File: src/flash_sel_regs.svh
// Register offsets, field positions, reset values and address ranges
// Assumes inclusion by the package, the register bank and the bench
`ifndef FLASH_SEL_REGS_SVH
`define FLASH_SEL_REGS_SVH

`define OFS_LARGE_SEL      12'h000
`define OFS_SMALL_SEL      12'h004
`define OFS_WAIT_OVL       12'h008
`define OFS_STATUS         12'h00C

`define RST_SEL            8'h00
`define RST_WAIT_OVL       8'h08
`define READ_ALL_ONES      8'hFF

`define BIT_OVL_HIGH       7
`define BIT_OVL_LOW        6
`define BIT_CLK_DIV        5
`define BIT_RSVD           4
`define BIT_LARGE_TOP      7

`define PIN_MODE_1         2'b01
`define PIN_MODE_2         2'b10
`define PIN_MODE_3         2'b11

`define RAM_BASE           16'hF800
`define OVL_LO_START       16'h0000
`define OVL_LO_END         16'h007F
`define OVL_A_START        16'h0080
`define OVL_A_END          16'h00FF
`define OVL_B_END          16'h017F

`endif

File: src/flash_sel_pkg.sv
// Types shared by the flash block select register bank
// Assumes the constants header is on the include path
package flash_sel_pkg;
    `include "flash_sel_regs.svh"

    typedef enum logic [1:0] {
        OP_MODE_1,
        OP_MODE_2,
        OP_MODE_3,
        OP_MODE_NONE
    } op_mode_t;

    typedef logic [7:0] sel_byte_t;
endpackage

File: src/flash_block_select.sv
// Flash block select, RAM overlay and wait-state control register bank
// Assumes an APB master on i_core_clk and mode/supply pins from outside
`timescale 1ns/1ns
`include "flash_sel_regs.svh"
module flash_block_select
    import flash_sel_pkg::*;
(
    // Clock and reset
    input  wire logic        i_core_clk,
    input  wire logic        i_rst,
    // APB slave
    input  wire logic        i_psel,
    input  wire logic        i_penable,
    input  wire logic        i_pwrite,
    input  wire logic [11:0] i_paddr,
    input  wire logic [31:0] i_pwdata,
    input  wire logic [3:0]  i_pstrb,
    output logic      [31:0] o_prdata,
    output logic             o_pready,
    output logic             o_pslverr,
    // Pins and standby
    input  wire logic [1:0]  i_mode_pins,
    input  wire logic        i_supply_12v,
    input  wire logic        i_hw_standby,
    input  wire logic        i_sw_standby,
    input  wire logic        i_irq,
    // Flash mode requests
    input  wire logic        i_prog_req,
    input  wire logic        i_erase_req,
    input  wire logic        i_pverify_req,
    input  wire logic        i_everify_req,
    input  wire logic [15:0] i_flash_addr,
    output logic             o_prog_en,
    output logic             o_erase_en,
    output logic             o_pverify_en,
    output logic             o_everify_en,
    output logic             o_flash_protect,
    // CPU address overlay
    input  wire logic [15:0] i_cpu_addr,
    output logic             o_ram_redirect,
    output logic      [15:0] o_ram_addr,
    // Clock and wait-state control, block select bits
    output logic             o_periph_clk_div,
    output logic      [1:0]  o_wait_mode,
    output logic      [1:0]  o_wait_count,
    output flash_sel_pkg::sel_byte_t o_large_block_bits,
    output flash_sel_pkg::sel_byte_t o_small_block_bits
);
    import flash_sel_pkg::*;

    // Large select one-hot for an address
    function automatic sel_byte_t large_hit(input logic [15:0] a);
        sel_byte_t h;
        h = 8'h00;
        if (a >= 16'h1000 && a <= 16'h1FFF) h[0] = 1'b1;
        if (a >= 16'h2000 && a <= 16'h3FFF) h[1] = 1'b1;
        if (a >= 16'h4000 && a <= 16'h5FFF) h[2] = 1'b1;
        if (a >= 16'h6000 && a <= 16'h7FFF) h[3] = 1'b1;
        if (a >= 16'h8000 && a <= 16'h9FFF) h[4] = 1'b1;
        if (a >= 16'hA000 && a <= 16'hBFFF) h[5] = 1'b1;
        if (a >= 16'hC000 && a <= 16'hEF7F) h[6] = 1'b1;
        if (a >= 16'hEF80 && a <= 16'hF77F) h[7] = 1'b1;
        return h;
    endfunction

    // Small select one-hot for an address
    function automatic sel_byte_t small_hit(input logic [15:0] a);
        sel_byte_t h;
        h = 8'h00;
        if (a <= 16'h007F) h[0] = 1'b1;
        if (a >= 16'h0080 && a <= 16'h00FF) h[1] = 1'b1;
        if (a >= 16'h0100 && a <= 16'h017F) h[2] = 1'b1;
        if (a >= 16'h0180 && a <= 16'h01FF) h[3] = 1'b1;
        if (a >= 16'h0200 && a <= 16'h03FF) h[4] = 1'b1;
        if (a >= 16'h0400 && a <= 16'h07FF) h[5] = 1'b1;
        if (a >= 16'h0800 && a <= 16'h0BFF) h[6] = 1'b1;
        if (a >= 16'h0C00 && a <= 16'h0FFF) h[7] = 1'b1;
        return h;
    endfunction

    // Pin synchroniser: mode pins and supply detect
    logic [2:0] pin_s1_r;
    logic [2:0] pin_s2_r;
    logic [2:0] pin_s3_r;
    logic [2:0] pin_stable_r;
    logic [2:0] pin_stable_nxt;

    assign pin_stable_nxt = (pin_s2_r == pin_s3_r) ? pin_s2_r : pin_stable_r;

    always_ff @(posedge i_core_clk) begin
        if (i_rst) begin
            pin_s1_r     <= 3'h0;
            pin_s2_r     <= 3'h0;
            pin_s3_r     <= 3'h0;
            pin_stable_r <= 3'h0;
        end else begin
            pin_s1_r     <= {i_supply_12v, i_mode_pins};
            pin_s2_r     <= pin_s1_r;
            pin_s3_r     <= pin_s2_r;
            pin_stable_r <= pin_stable_nxt;
        end
    end

    wire logic supply_ok = pin_stable_r[2];
    op_mode_t  op_mode;

    always_comb begin
        case (pin_stable_r[1:0])
            `PIN_MODE_1: op_mode = OP_MODE_1;
            `PIN_MODE_2: op_mode = OP_MODE_2;
            `PIN_MODE_3: op_mode = OP_MODE_3;
            default:     op_mode = OP_MODE_NONE;
        endcase
    end

    // APB decode
    wire logic setup_phase  = i_psel && !i_penable;
    wire logic access_phase = i_psel && i_penable;
    wire logic hit_large    = (i_paddr == `OFS_LARGE_SEL);
    wire logic hit_small    = (i_paddr == `OFS_SMALL_SEL);
    wire logic hit_wait     = (i_paddr == `OFS_WAIT_OVL);
    wire logic hit_status   = (i_paddr == `OFS_STATUS);
    wire logic hit_any      = hit_large || hit_small || hit_wait || hit_status;
    wire logic wr_lane0     = access_phase && i_pwrite && i_pstrb[0];

    wire logic flash_off    = (op_mode == OP_MODE_1);
    wire logic sel_access   = !flash_off && supply_ok;
    wire logic sel_clear    = i_rst || i_hw_standby || i_sw_standby || !supply_ok;

    // Block select registers
    sel_byte_t large_r;
    sel_byte_t large_nxt;
    sel_byte_t small_r;
    sel_byte_t small_nxt;
    sel_byte_t large_wmask;

    assign large_wmask = (op_mode == OP_MODE_2) ? 8'h7F : 8'hFF;
    assign large_nxt   = (wr_lane0 && hit_large && sel_access)
                       ? ((i_pwdata[7:0] & large_wmask) | (large_r & ~large_wmask))
                       : large_r;
    assign small_nxt   = (wr_lane0 && hit_small && sel_access)
                       ? i_pwdata[7:0] : small_r;

    always_ff @(posedge i_core_clk) begin
        if (sel_clear) begin
            large_r <= `RST_SEL;
            small_r <= `RST_SEL;
        end else begin
            large_r <= large_nxt;
            small_r <= small_nxt;
        end
    end

    // Wait-state and overlay control register
    sel_byte_t wait_r;
    sel_byte_t wait_nxt;

    assign wait_nxt = (wr_lane0 && hit_wait) ? i_pwdata[7:0] : wait_r;

    always_ff @(posedge i_core_clk) begin
        if (i_rst || i_hw_standby) begin
            wait_r <= `RST_WAIT_OVL;
        end else begin
            wait_r <= wait_nxt;
        end
    end

    // Overlay state
    wire logic [1:0] ovl_pat  = {wait_r[`BIT_OVL_HIGH], wait_r[`BIT_OVL_LOW]};
    wire logic ovl_single     = ovl_pat[1] ^ ovl_pat[0];
    wire logic ovl_both       = &ovl_pat;
    logic      ovl_armed_r;
    logic      ovl_armed_nxt;

    assign ovl_armed_nxt = ovl_both && (ovl_armed_r || (i_irq && supply_ok));

    always_ff @(posedge i_core_clk) begin
        if (i_rst) begin
            ovl_armed_r <= 1'b0;
        end else begin
            ovl_armed_r <= ovl_armed_nxt;
        end
    end

    // Address overlay decode
    wire logic in_lo  = (i_cpu_addr <= `OVL_LO_END);
    wire logic in_a   = (i_cpu_addr >= `OVL_A_START) && (i_cpu_addr <= `OVL_A_END);
    wire logic in_b   = (i_cpu_addr >= `OVL_A_START) && (i_cpu_addr <= `OVL_B_END);
    logic      redirect;

    always_comb begin
        case (ovl_pat)
            2'b01:   redirect = in_a;
            2'b10:   redirect = in_b;
            2'b11:   redirect = in_lo && ovl_armed_r;
            default: redirect = 1'b0;
        endcase
    end

    logic        redirect_r;
    logic [15:0] ram_addr_r;

    always_ff @(posedge i_core_clk) begin
        if (i_rst) begin
            redirect_r <= 1'b0;
            ram_addr_r <= 16'h0000;
        end else begin
            redirect_r <= redirect;
            ram_addr_r <= redirect ? (i_cpu_addr | `RAM_BASE) : 16'h0000;
        end
    end

    // Program and erase gating
    wire logic protect  = ovl_single;
    wire logic blk_hit  = |(large_hit(i_flash_addr) & large_r)
                       || |(small_hit(i_flash_addr) & small_r);
    wire logic pe_allow = blk_hit && !protect && sel_access;

    // APB read data
    sel_byte_t rd_byte;
    sel_byte_t sel_rd_large;
    sel_byte_t sel_rd_small;
    sel_byte_t status_byte;

    assign sel_rd_large = flash_off ? `READ_ALL_ONES
                        : (supply_ok ? large_r
                        : ((op_mode == OP_MODE_3) ? `READ_ALL_ONES : 8'h00));
    assign sel_rd_small = flash_off ? `READ_ALL_ONES
                        : (supply_ok ? small_r
                        : ((op_mode == OP_MODE_3) ? `READ_ALL_ONES : 8'h00));
    assign status_byte  = {3'b000, ovl_armed_r, protect, supply_ok, pin_stable_r[1:0]};

    always_comb begin
        rd_byte = 8'h00;
        if (hit_large)  rd_byte = sel_rd_large;
        if (hit_small)  rd_byte = sel_rd_small;
        if (hit_wait)   rd_byte = wait_r;
        if (hit_status) rd_byte = status_byte;
    end

    logic [31:0] prdata_r;
    logic        slverr_r;

    always_ff @(posedge i_core_clk) begin
        if (i_rst) begin
            prdata_r <= 32'h0000_0000;
            slverr_r <= 1'b0;
        end else if (setup_phase) begin
            prdata_r <= {24'h00_0000, rd_byte};
            slverr_r <= !hit_any;
        end
    end

    assign o_prdata  = prdata_r;
    assign o_pready  = 1'b1;
    assign o_pslverr = access_phase && slverr_r;

    // Outputs
    assign o_prog_en          = i_prog_req && pe_allow;
    assign o_erase_en         = i_erase_req && pe_allow;
    assign o_pverify_en       = i_pverify_req && sel_access;
    assign o_everify_en       = i_everify_req && sel_access;
    assign o_flash_protect    = protect;
    assign o_ram_redirect     = redirect_r;
    assign o_ram_addr         = ram_addr_r;
    assign o_periph_clk_div   = wait_r[`BIT_CLK_DIV];
    assign o_wait_mode        = wait_r[3:2];
    assign o_wait_count       = wait_r[1:0];
    assign o_large_block_bits = large_r;
    assign o_small_block_bits = small_r;

    // Checks
    AST_SEL_CLEAR: assert property (@(posedge i_core_clk)
        (i_sw_standby || i_hw_standby) |=> (large_r == 8'h00 && small_r == 8'h00))
        else $error("select not cleared by standby");

    AST_SUPPLY_CLEAR: assert property (@(posedge i_core_clk) disable iff (i_rst)
        !supply_ok |=> (small_r == 8'h00))
        else $error("small select kept without supply");

    AST_MODE1_READ: assert property (@(posedge i_core_clk) disable iff (i_rst)
        (setup_phase && hit_large && flash_off) |=> (o_prdata[7:0] == 8'hFF))
        else $error("mode 1 select read not FF");

    AST_MODE2_TOP: assert property (@(posedge i_core_clk)
        disable iff (i_rst || i_hw_standby || i_sw_standby || !supply_ok)
        (op_mode == OP_MODE_2 && $stable(op_mode)) |=> $stable(large_r[7]))
        else $error("top large bit changed in mode 2");

    AST_WAIT_RESET: assert property (@(posedge i_core_clk)
        i_hw_standby |=> (o_wait_mode == 2'b10 && o_wait_count == 2'b00 && !o_periph_clk_div))
        else $error("wait register not reset by standby");

    AST_WAIT_KEEP: assert property (@(posedge i_core_clk)
        disable iff (i_rst || i_hw_standby)
        (i_sw_standby && !(access_phase && i_pwrite)) |=> $stable(wait_r))
        else $error("wait register lost in software standby");

    AST_PROTECT: assert property (@(posedge i_core_clk) disable iff (i_rst)
        (ovl_pat == 2'b01 || ovl_pat == 2'b10) |-> (!o_prog_en && !o_erase_en))
        else $error("program allowed under overlay protect");

    AST_ARM: assert property (@(posedge i_core_clk) disable iff (i_rst)
        (ovl_both && !ovl_armed_r && !(i_irq && supply_ok)) |=> !ovl_armed_r)
        else $error("overlay armed without interrupt");

    AST_REDIRECT: assert property (@(posedge i_core_clk) disable iff (i_rst)
        (ovl_pat == 2'b10 && i_cpu_addr == 16'h0100) |=>
        (o_ram_redirect && o_ram_addr == 16'hF900))
        else $error("overlay pattern 10 decode wrong");

    AST_UNSELECTED: assert property (@(posedge i_core_clk) disable iff (i_rst)
        (large_r == 8'h00 && small_r == 8'h00) |-> (!o_prog_en && !o_erase_en))
        else $error("program allowed with no block selected");

    AST_LARGE_SUPPLY_CLEAR: assert property (@(posedge i_core_clk) disable iff (i_rst)
        !supply_ok |=> (large_r == 8'h00))
        else $error("large select kept without supply");

    AST_SMALL_MODE1_READ: assert property (@(posedge i_core_clk) disable iff (i_rst)
        (setup_phase && hit_small && flash_off) |=> (o_prdata[7:0] == 8'hFF))
        else $error("mode 1 small select read not FF");

    AST_MODE1_IGNORE: assert property (@(posedge i_core_clk) disable iff (i_rst)
        (flash_off && !sel_clear)
        |=> ($stable(large_r) && $stable(small_r)))
        else $error("select written in mode 1");

    AST_MODE3_READ: assert property (@(posedge i_core_clk) disable iff (i_rst)
        (setup_phase && (hit_large || hit_small) && op_mode == OP_MODE_3 && !supply_ok)
        |=> (o_prdata[7:0] == 8'hFF))
        else $error("mode 3 select read not FF without supply");

    AST_SINGLE_REDIRECT: assert property (@(posedge i_core_clk) disable iff (i_rst)
        (ovl_pat == 2'b01 && i_cpu_addr == 16'h0080) |=>
        (o_ram_redirect && o_ram_addr == 16'hF880))
        else $error("overlay pattern 01 decode wrong");

    AST_BOTH_REDIRECT: assert property (@(posedge i_core_clk) disable iff (i_rst)
        (ovl_both && ovl_armed_r && i_cpu_addr == 16'h0000) |=>
        (o_ram_redirect && o_ram_addr == 16'hF800))
        else $error("armed overlay pattern 11 decode wrong");

    AST_UNARMED_FLASH: assert property (@(posedge i_core_clk) disable iff (i_rst)
        (ovl_both && !ovl_armed_r) |=> !o_ram_redirect)
        else $error("overlay redirected before interrupt");

    AST_WAIT_WRITE: assert property (@(posedge i_core_clk)
        disable iff (i_rst || i_hw_standby)
        (wr_lane0 && hit_wait) |=> (wait_r == $past(i_pwdata[7:0])))
        else $error("wait register write not stored");

    AST_VERIFY_OPEN: assert property (@(posedge i_core_clk) disable iff (i_rst)
        (ovl_single && sel_access && i_pverify_req) |-> o_pverify_en)
        else $error("verify refused under overlay protect");
endmodule

File: config.mk
export PLATFORM = sky130hd
export DESIGN_NAME = flash_block_select
export DESIGN_NICKNAME = d
export VERILOG_FILES = /design/src/flash_sel_pkg.sv /design/src/flash_block_select.sv
export VERILOG_INCLUDE_DIRS = /design/src
export SDC_FILE = /design/constraint.sdc
export NUM_CORES = 1
export LEC_CHECK = 0
export BUFFER_PORTS_ARGS = -buffer_cell sky130_fd_sc_hd__buf_2
export CORE_AREA = 2 2 131 82
export DETAILED_ROUTE_END_ITERATION = 10
export DIE_AREA = 0 0 133 84
export GPL_ROUTABILITY_DRIVEN = 0
export HOLD_SLACK_MARGIN = 0.02
export PLACE_DENSITY = 0.64
export SLEW_MARGIN = 0
export SYNTH_ARGS = -nofsm -noshare
export SYNTH_HDL_FRONTEND = slang
export SYNTH_SLANG_ARGS = --single-unit
File: constraint.sdc
create_clock -name i_core_clk -period 4.5 [get_ports i_core_clk]
set_clock_uncertainty 0.2 [all_clocks]
set_input_delay 0.9 -clock i_core_clk [delete_from_list [all_inputs] [get_ports i_core_clk]]
set_output_delay 0.9 -clock i_core_clk [all_outputs]
set_load 0.005 [all_outputs]
==> results.json, run 1 <==
{
  "fin_nets": 532,
  "num_antenna_cells": 0,
  "hp-class": "reg2reg",
  "drive_gt1_share_pct": 33.3,
  "synth_edf_count": 0,
  "grt_max_degree": 33,
  "start_util_pct": 29.7,
  "fill_cells": 1081,
  "critPathMaxFanout": 5,
  "cts_sinks": 58,
  "setup_tns_ns": 0,
  "finalCritPeriodShare_pct": 73.6,
  "pwr-share-clk_pct": 51.9,
  "syn_inst": 339,
  "drt_pass1_iterations": 4,
  "seqPwrFrac_pct": 41.5,
  "avgViaCountPerCell": 4.80,
  "crit_type": "in2out",
  "ys_ff_latch": 58,
  "ctsHoldBuffers": 0,
  "clockRootBuffer": "clkbuf_16",
  "tightest_slew_ns": 0.666,
  "wirelength_mm": 8.78,
  "regArea_sq_um": 1160,
  "dp_cells": 562,
  "cp-start-kind": "input pin",
  "dp_hpwl_mm": 6.84,
  "grt_first_pass_wirelength_mm": 13.3,
  "cp.required_ns": 3.40,
  "portBuffers": 112,
  "async_reset_ff_share_pct": 0,
  "p_int_mw": 0.992,
  "placed_area_sq_um": 3500,
  "ctsResizeCount": 0,
  "cellLeakagePower_nw": 1.64,
  "cts_tree": "done",
  "synthesis.area_per_instance_sq_um": 8.88,
  "layout.cells.non_filler": 577,
  "p_switching_mw": 0.269,
  "htree_levels": 3,
  "fp-row-count": 29,
  "final_max_slew_viol_count": 0,
  "initialDrtViolationCount": 162,
  "multi_input_area_sq_um": 1560,
  "die_h_microns": 84,
  "grt_usage_pct": 15.5,
  "worstPathArrival_ns": 2.21,
  "grt_pass1_vias": 2508,
  "drc": 0,
  "die_width_microns": 133,
  "coreArea_sq_um": 10100,
  "clk_latency_ns": 0.32,
  "syn_area_sq_um": 3010,
  "critical_path.endpoint_type": "output pin",
  "die_area_sq_um": 11200,
  "ys_types": 50,
  "drv_cap": 0,
  "synth-warning-count": 0,
  "p_sw_share_pct": 21.3,
  "yosysSeqAreaShare_pct": 38.6,
  "vias": 2769,
  "design_area_sq_um": 3790,
  "finalSetupViolCount": 0,
  "area_growth_pct": 25.9,
  "hold_violations": 0,
  "io_pins": 172,
  "r2r_setup_slack_ns": 2.41,
  "clockBufferDepth": 2,
  "grt_remaining_overflow": 0,
  "combPwrFrac_pct": 6.6,
  "synth_ff_type": "dfxtp_1",
  "ant_nets": 0,
  "path_clk_slew_ns": 0.05,
  "cts_buffers": 9,
  "rsz0062_at_grt": "no",
  "ir_drop_v": 0.000204,
  "drt-wirelength-per-cell_microns": 15.2,
  "fin_crit_ns": 3.31,
  "postCtsSetupRepairBufs": 0,
  "slew_headroom_pct": 55.2,
  "status": "finished, final reports clean",
  "fmax_mhz": 302,
  "powerDensity_nw_per_um2": 333,
  "antenna_found_initial": 1
}
-- sequential cells by signal (all words and copies together), names as in the netlist, named ones only --
| register | count |
|---|---|
| pin_s3_r | 3 |
| slverr_r | 1 |
| ovl_armed_r | 1 |
| o_large_block_bits | 7 |
| o_ram_addr | 12 |
| o_prdata | 8 |
| pin_s2_r | 3 |
| o_small_block_bits | 8 |
| pin_stable_r | 3 |
| wait_r | 8 |
| pin_s1_r | 3 |
-- final timing paths --
path,from,cells past startpoint,to
hold reg to reg,pin_s1_r[2]$_SDFF_PP0_,1,pin_s2_r[2]$_SDFF_PP0_
hold / removal,pin_s1_r[2]$_SDFF_PP0_,1,pin_s2_r[2]$_SDFF_PP0_
setup / recovery,i_flash_addr[10],6,o_prog_en
setup reg to reg,wait_r[6]$_SDFFE_PP0P_,6,o_ram_addr[3]$_SDFF_PP0_
-- layer usage --
metal	wire length, microns	global-route usage (%)	vias to the layer above	share of wire, %
met5	13	0	-	0.15
met4	48	2.93	2	0.55
met3	792	7.10	5	9.0
met2	3530	21.3	106	40
met1	4390	22.2	1291	50
li1	-	-	1365	-
-- final cells by class --
type	instances	share of cell area [%]
Inverter	8	0.793
Multi-Input combinational cell	243	41.2
Clock buffer	12	6.51
Sequential cell	58	30.6
Clock inverter	3	1.06
Tap cell	139	4.59
Timing Repair Buffer	114	15.2
-- worst max-delay path, cell delays in order --
cell and delay, ns:
buf_2 0.13, nor4_1 0.27, a22oi_1 0.11, or4_1 0.48, a31oi_1 0.18, buf_2 0.13
-- cells by family after synthesis --
| group | share of synthesized area [%] |
|---|---|
| compound gates | 17.7 |
| xor+xnor | 0.873 |
| fa+ha+maj | 1.25 |
| buf+inv | 12.7 |
| flops | 38.6 |
| mux | 8.44 |
| other cells | 0.249 |
| simple gates | 20.2 |
-- power by group through the flow --
stage	clock (mW)	combinational, mW	sequential [mW]
finish	0.654	0.0834	0.523
global route	0.693	0.0938	0.523
CTS	0.672	0.0827	0.523
detailed placement	0	0.0825	0.534
global placement	0	0.0807	0.533
floorplan	0	0.0561	0.533
-- synthesized netlist by cell type, drive strengths merged (4+ instances only) --
cell    instances  area share, %
o21ai          18            3.0
or3             4            1.0
a22oi           8            2.0
inv             7           0.87
mux2            9            3.4
nand2          11            1.4
a21oi          20            3.3
o22ai           5            1.0
nand4          17            3.5
nor2           22            2.7
nor2b          13            2.7
nor4            4            1.2
buf            39            9.7
or4             7            1.9
o31ai          17            4.2
clkbuf         16            2.0
mux2i          13            4.3
and2           12            2.5
dfxtp          58             39
-- through the flow --
step           hold slack (ns)  util (%)  setup slack (ns)  power (mW)
2_1_floorplan            0.214         -              1.53       0.589
3_5_place_dp             0.234      34.6              1.15       0.616
6_report                 0.240      37.4              1.19        1.26
3_3_place_gp             0.230      34.6              1.18       0.614
5_1_grt                  0.260      37.4              1.09        1.31
4_1_cts                  0.245      37.4              1.20        1.28
-- cells in the final DEF, fill, tap and decap left out, types with 11 or more instances in the layout --
master | Yosys | final
a21oi_1 | 20 | 20
and2_1 | 12 | 12
buf_2 | 2 | 112
conb_1 | 2 | 27
dfxtp_1 | 58 | 58
mux2i_1 | 13 | 13
nand2_1 | 11 | 11
nand4_1 | 17 | 17
nor2_1 | 22 | 22
nor2b_1 | 13 | 13
o21ai_0 | 18 | 18
o31ai_1 | 17 | 17
Power figures use the tool's default switching activity.
==> run 2: changes to the inputs <==
PLACE_DENSITY = 0.66   (was 0.64)
clock period = 2.7 ns   (was 4.5 ns; I/O delays follow)
==> run 2 against run 1 <==
Net effect: sequential share of layout area shrank 1.1 points; via count is 3.0% higher; worst hold slack worse by 0.030 ns; routed wire length rose by 3.8%; combinational power grew 76%; final cell count grew 2.3%; utilization is 1.4 points higher; die area is the same; design area grew 3.8%; critical path depth is 1 lower; register-to-register slack got worse by 1.8 ns; clock-buffer cell count unchanged.
==> results.json, run 2 (synthesis gave the netlist of run 1 again) <==
{
  "design_area_sq_um": 3930,
  "wirelength_mm": 9.11,
  "ctsHoldBuffers": 0,
  "drt_pass1_iterations": 4,
  "worstPathArrival_ns": 1.87,
  "path_clk_slew_ns": 0.05,
  "ir_drop_v": 0.000284,
  "whs_endpoint": "o_ram_addr[0]$_SDFF_PP0_",
  "cts_buffers": 9,
  "coreArea_sq_um": 10100,
  "fp-row-count": 29,
  "grt_remaining_overflow": 0,
  "tightest_slew_ns": 0.577,
  "place_ws_ns": 0.0855,
  "avgViaCountPerCell": 4.83,
  "p_total_mw": 2.26,
  "vias": 2852,
  "initialDrtViolationCount": 155,
  "slew_headroom_pct": 61.6,
  "dp_cells": 574,
  "dp_hpwl_mm": 7.10,
  "hp-class": "in2reg",
  "die_width_microns": 133,
  "critical_path.endpoint_type": "output pin",
  "antenna_found_initial": 2,
  "placed_area_sq_um": 3590,
  "cellLeakagePower_nw": 1.71,
  "setup_tns_ns": 0,
  "finalCritPeriodShare_pct": 96.6,
  "drive_gt1_share_pct": 36.1,
  "drv_cap": 0,
  "portBuffers": 112,
  "layout.cells.non_filler": 590,
  "ant_nets": 0,
  "cts_sinks": 58,
  "clockRootBuffer": "clkbuf_16",
  "status": "finished, final reports clean",
  "powerDensity_nw_per_um2": 574,
  "final_max_slew_viol_count": 0,
  "fmax_mhz": 384,
  "grt_usage_pct": 16.3,
  "setup_ws_ns": 0.0926,
  "htree_levels": 3,
  "fin_nets": 544,
  "clockBufferDepth": 2,
  "fill_cells": 1041,
  "critPathMaxFanout": 4,
  "die_area_sq_um": 11200,
  "io_pins": 172,
  "grt_max_degree": 32,
  "cp.required_ns": 1.96,
  "layout_commonest_cell": "buf_2",
  "min_path_cells": 2,
  "startpoint": "o_small_block_bits[3]$_SDFFE_PP0P_",
  "holdWs_ns": 0.210,
  "finalSetupViolCount": 0,
  "area_growth_pct": 30.7,
  "fin_crit_ns": 2.61,
  "cp-start-kind": "register",
  "num_antenna_cells": 0,
  "die_h_microns": 84,
  "grt_first_pass_wirelength_mm": 13.9,
  "rsz0062_at_grt": "no",
  "start_util_pct": 29.7,
  "ctsResizeCount": 0,
  "final_cell_mix": "buf_2, dfxtp_1, conb_1",
  "crit_type": "reg2out",
  "drc": 0,
  "min-delay-start": "i_cpu_addr[0]",
  "regToRegStartpoint": "wait_r[6]$_SDFFE_PP0P_",
  "reg2regPathDepth": 6,
  "clk_latency_ns": 0.33,
  "largest_reg_flops": 12,
  "cts_tree": "done",
  "r2r_setup_slack_ns": 0.62,
  "grt_pass1_vias": 2590,
  "hold_violations": 0,
  "final_core_util_pct": 38.9,
  "timing.rr.end": "o_ram_addr[1]$_SDFF_PP0_",
  "drt-wirelength-per-cell_microns": 15.4,
  "postCtsSetupRepairBufs": 0
}
run 2: report_power, final:
part           internal [mW]  switching [mW]  total [mW]  leakage, nW
sequential             0.866         0.00547       0.872        0.470
clock                  0.857           0.381        1.24        0.163
combinational         0.0619          0.0850       0.147         1.08
run 2: per-layer routing:
metal  global-route usage (%)  up-vias  routed length [microns]
met4                     4.50        2                       65
met1                     22.8     1334                     4290
met2                     22.0      118                     3690
met5                        0        -                       13
met3                     7.83       10                     1060
li1                         -     1388                        -
run 2: cell type report:
class | count | area, sq um | area share, %
Timing Repair Buffer | 126 | 666 | 16.9
Inverter | 8 | 30.0 | 0.763
Tap cell | 139 | 174 | 4.42
Sequential cell | 58 | 1160 | 29.5
Clock inverter | 4 | 73.8 | 1.88
Clock buffer | 12 | 256 | 6.52
Multi-Input combinational cell | 243 | 1570 | 39.9
run 2: how the worst max path moves through the flow:
stage / slack [ns] / end / cells after the start
2_1_floorplan: 0.15 / register / 6
3_3_place_gp: 0.11 / wait_r[3]$_SDFFE_PP1P_ / 5
3_5_place_dp: 0.09 / o_erase_en / 6
4_1_cts: 0.05 / o_erase_en / 5
5_1_grt: 0.001 / o_erase_en / 6
6_report: 0.09 / o_erase_en / 5
run 2: worst max-delay path: stages, from the launching register on:
cell and delay (ns):
dfxtp_1 0.42, mux4_2 0.26, a22oi_1 0.06, or4_1 0.47, a31oi_1 0.19, buf_2 0.13
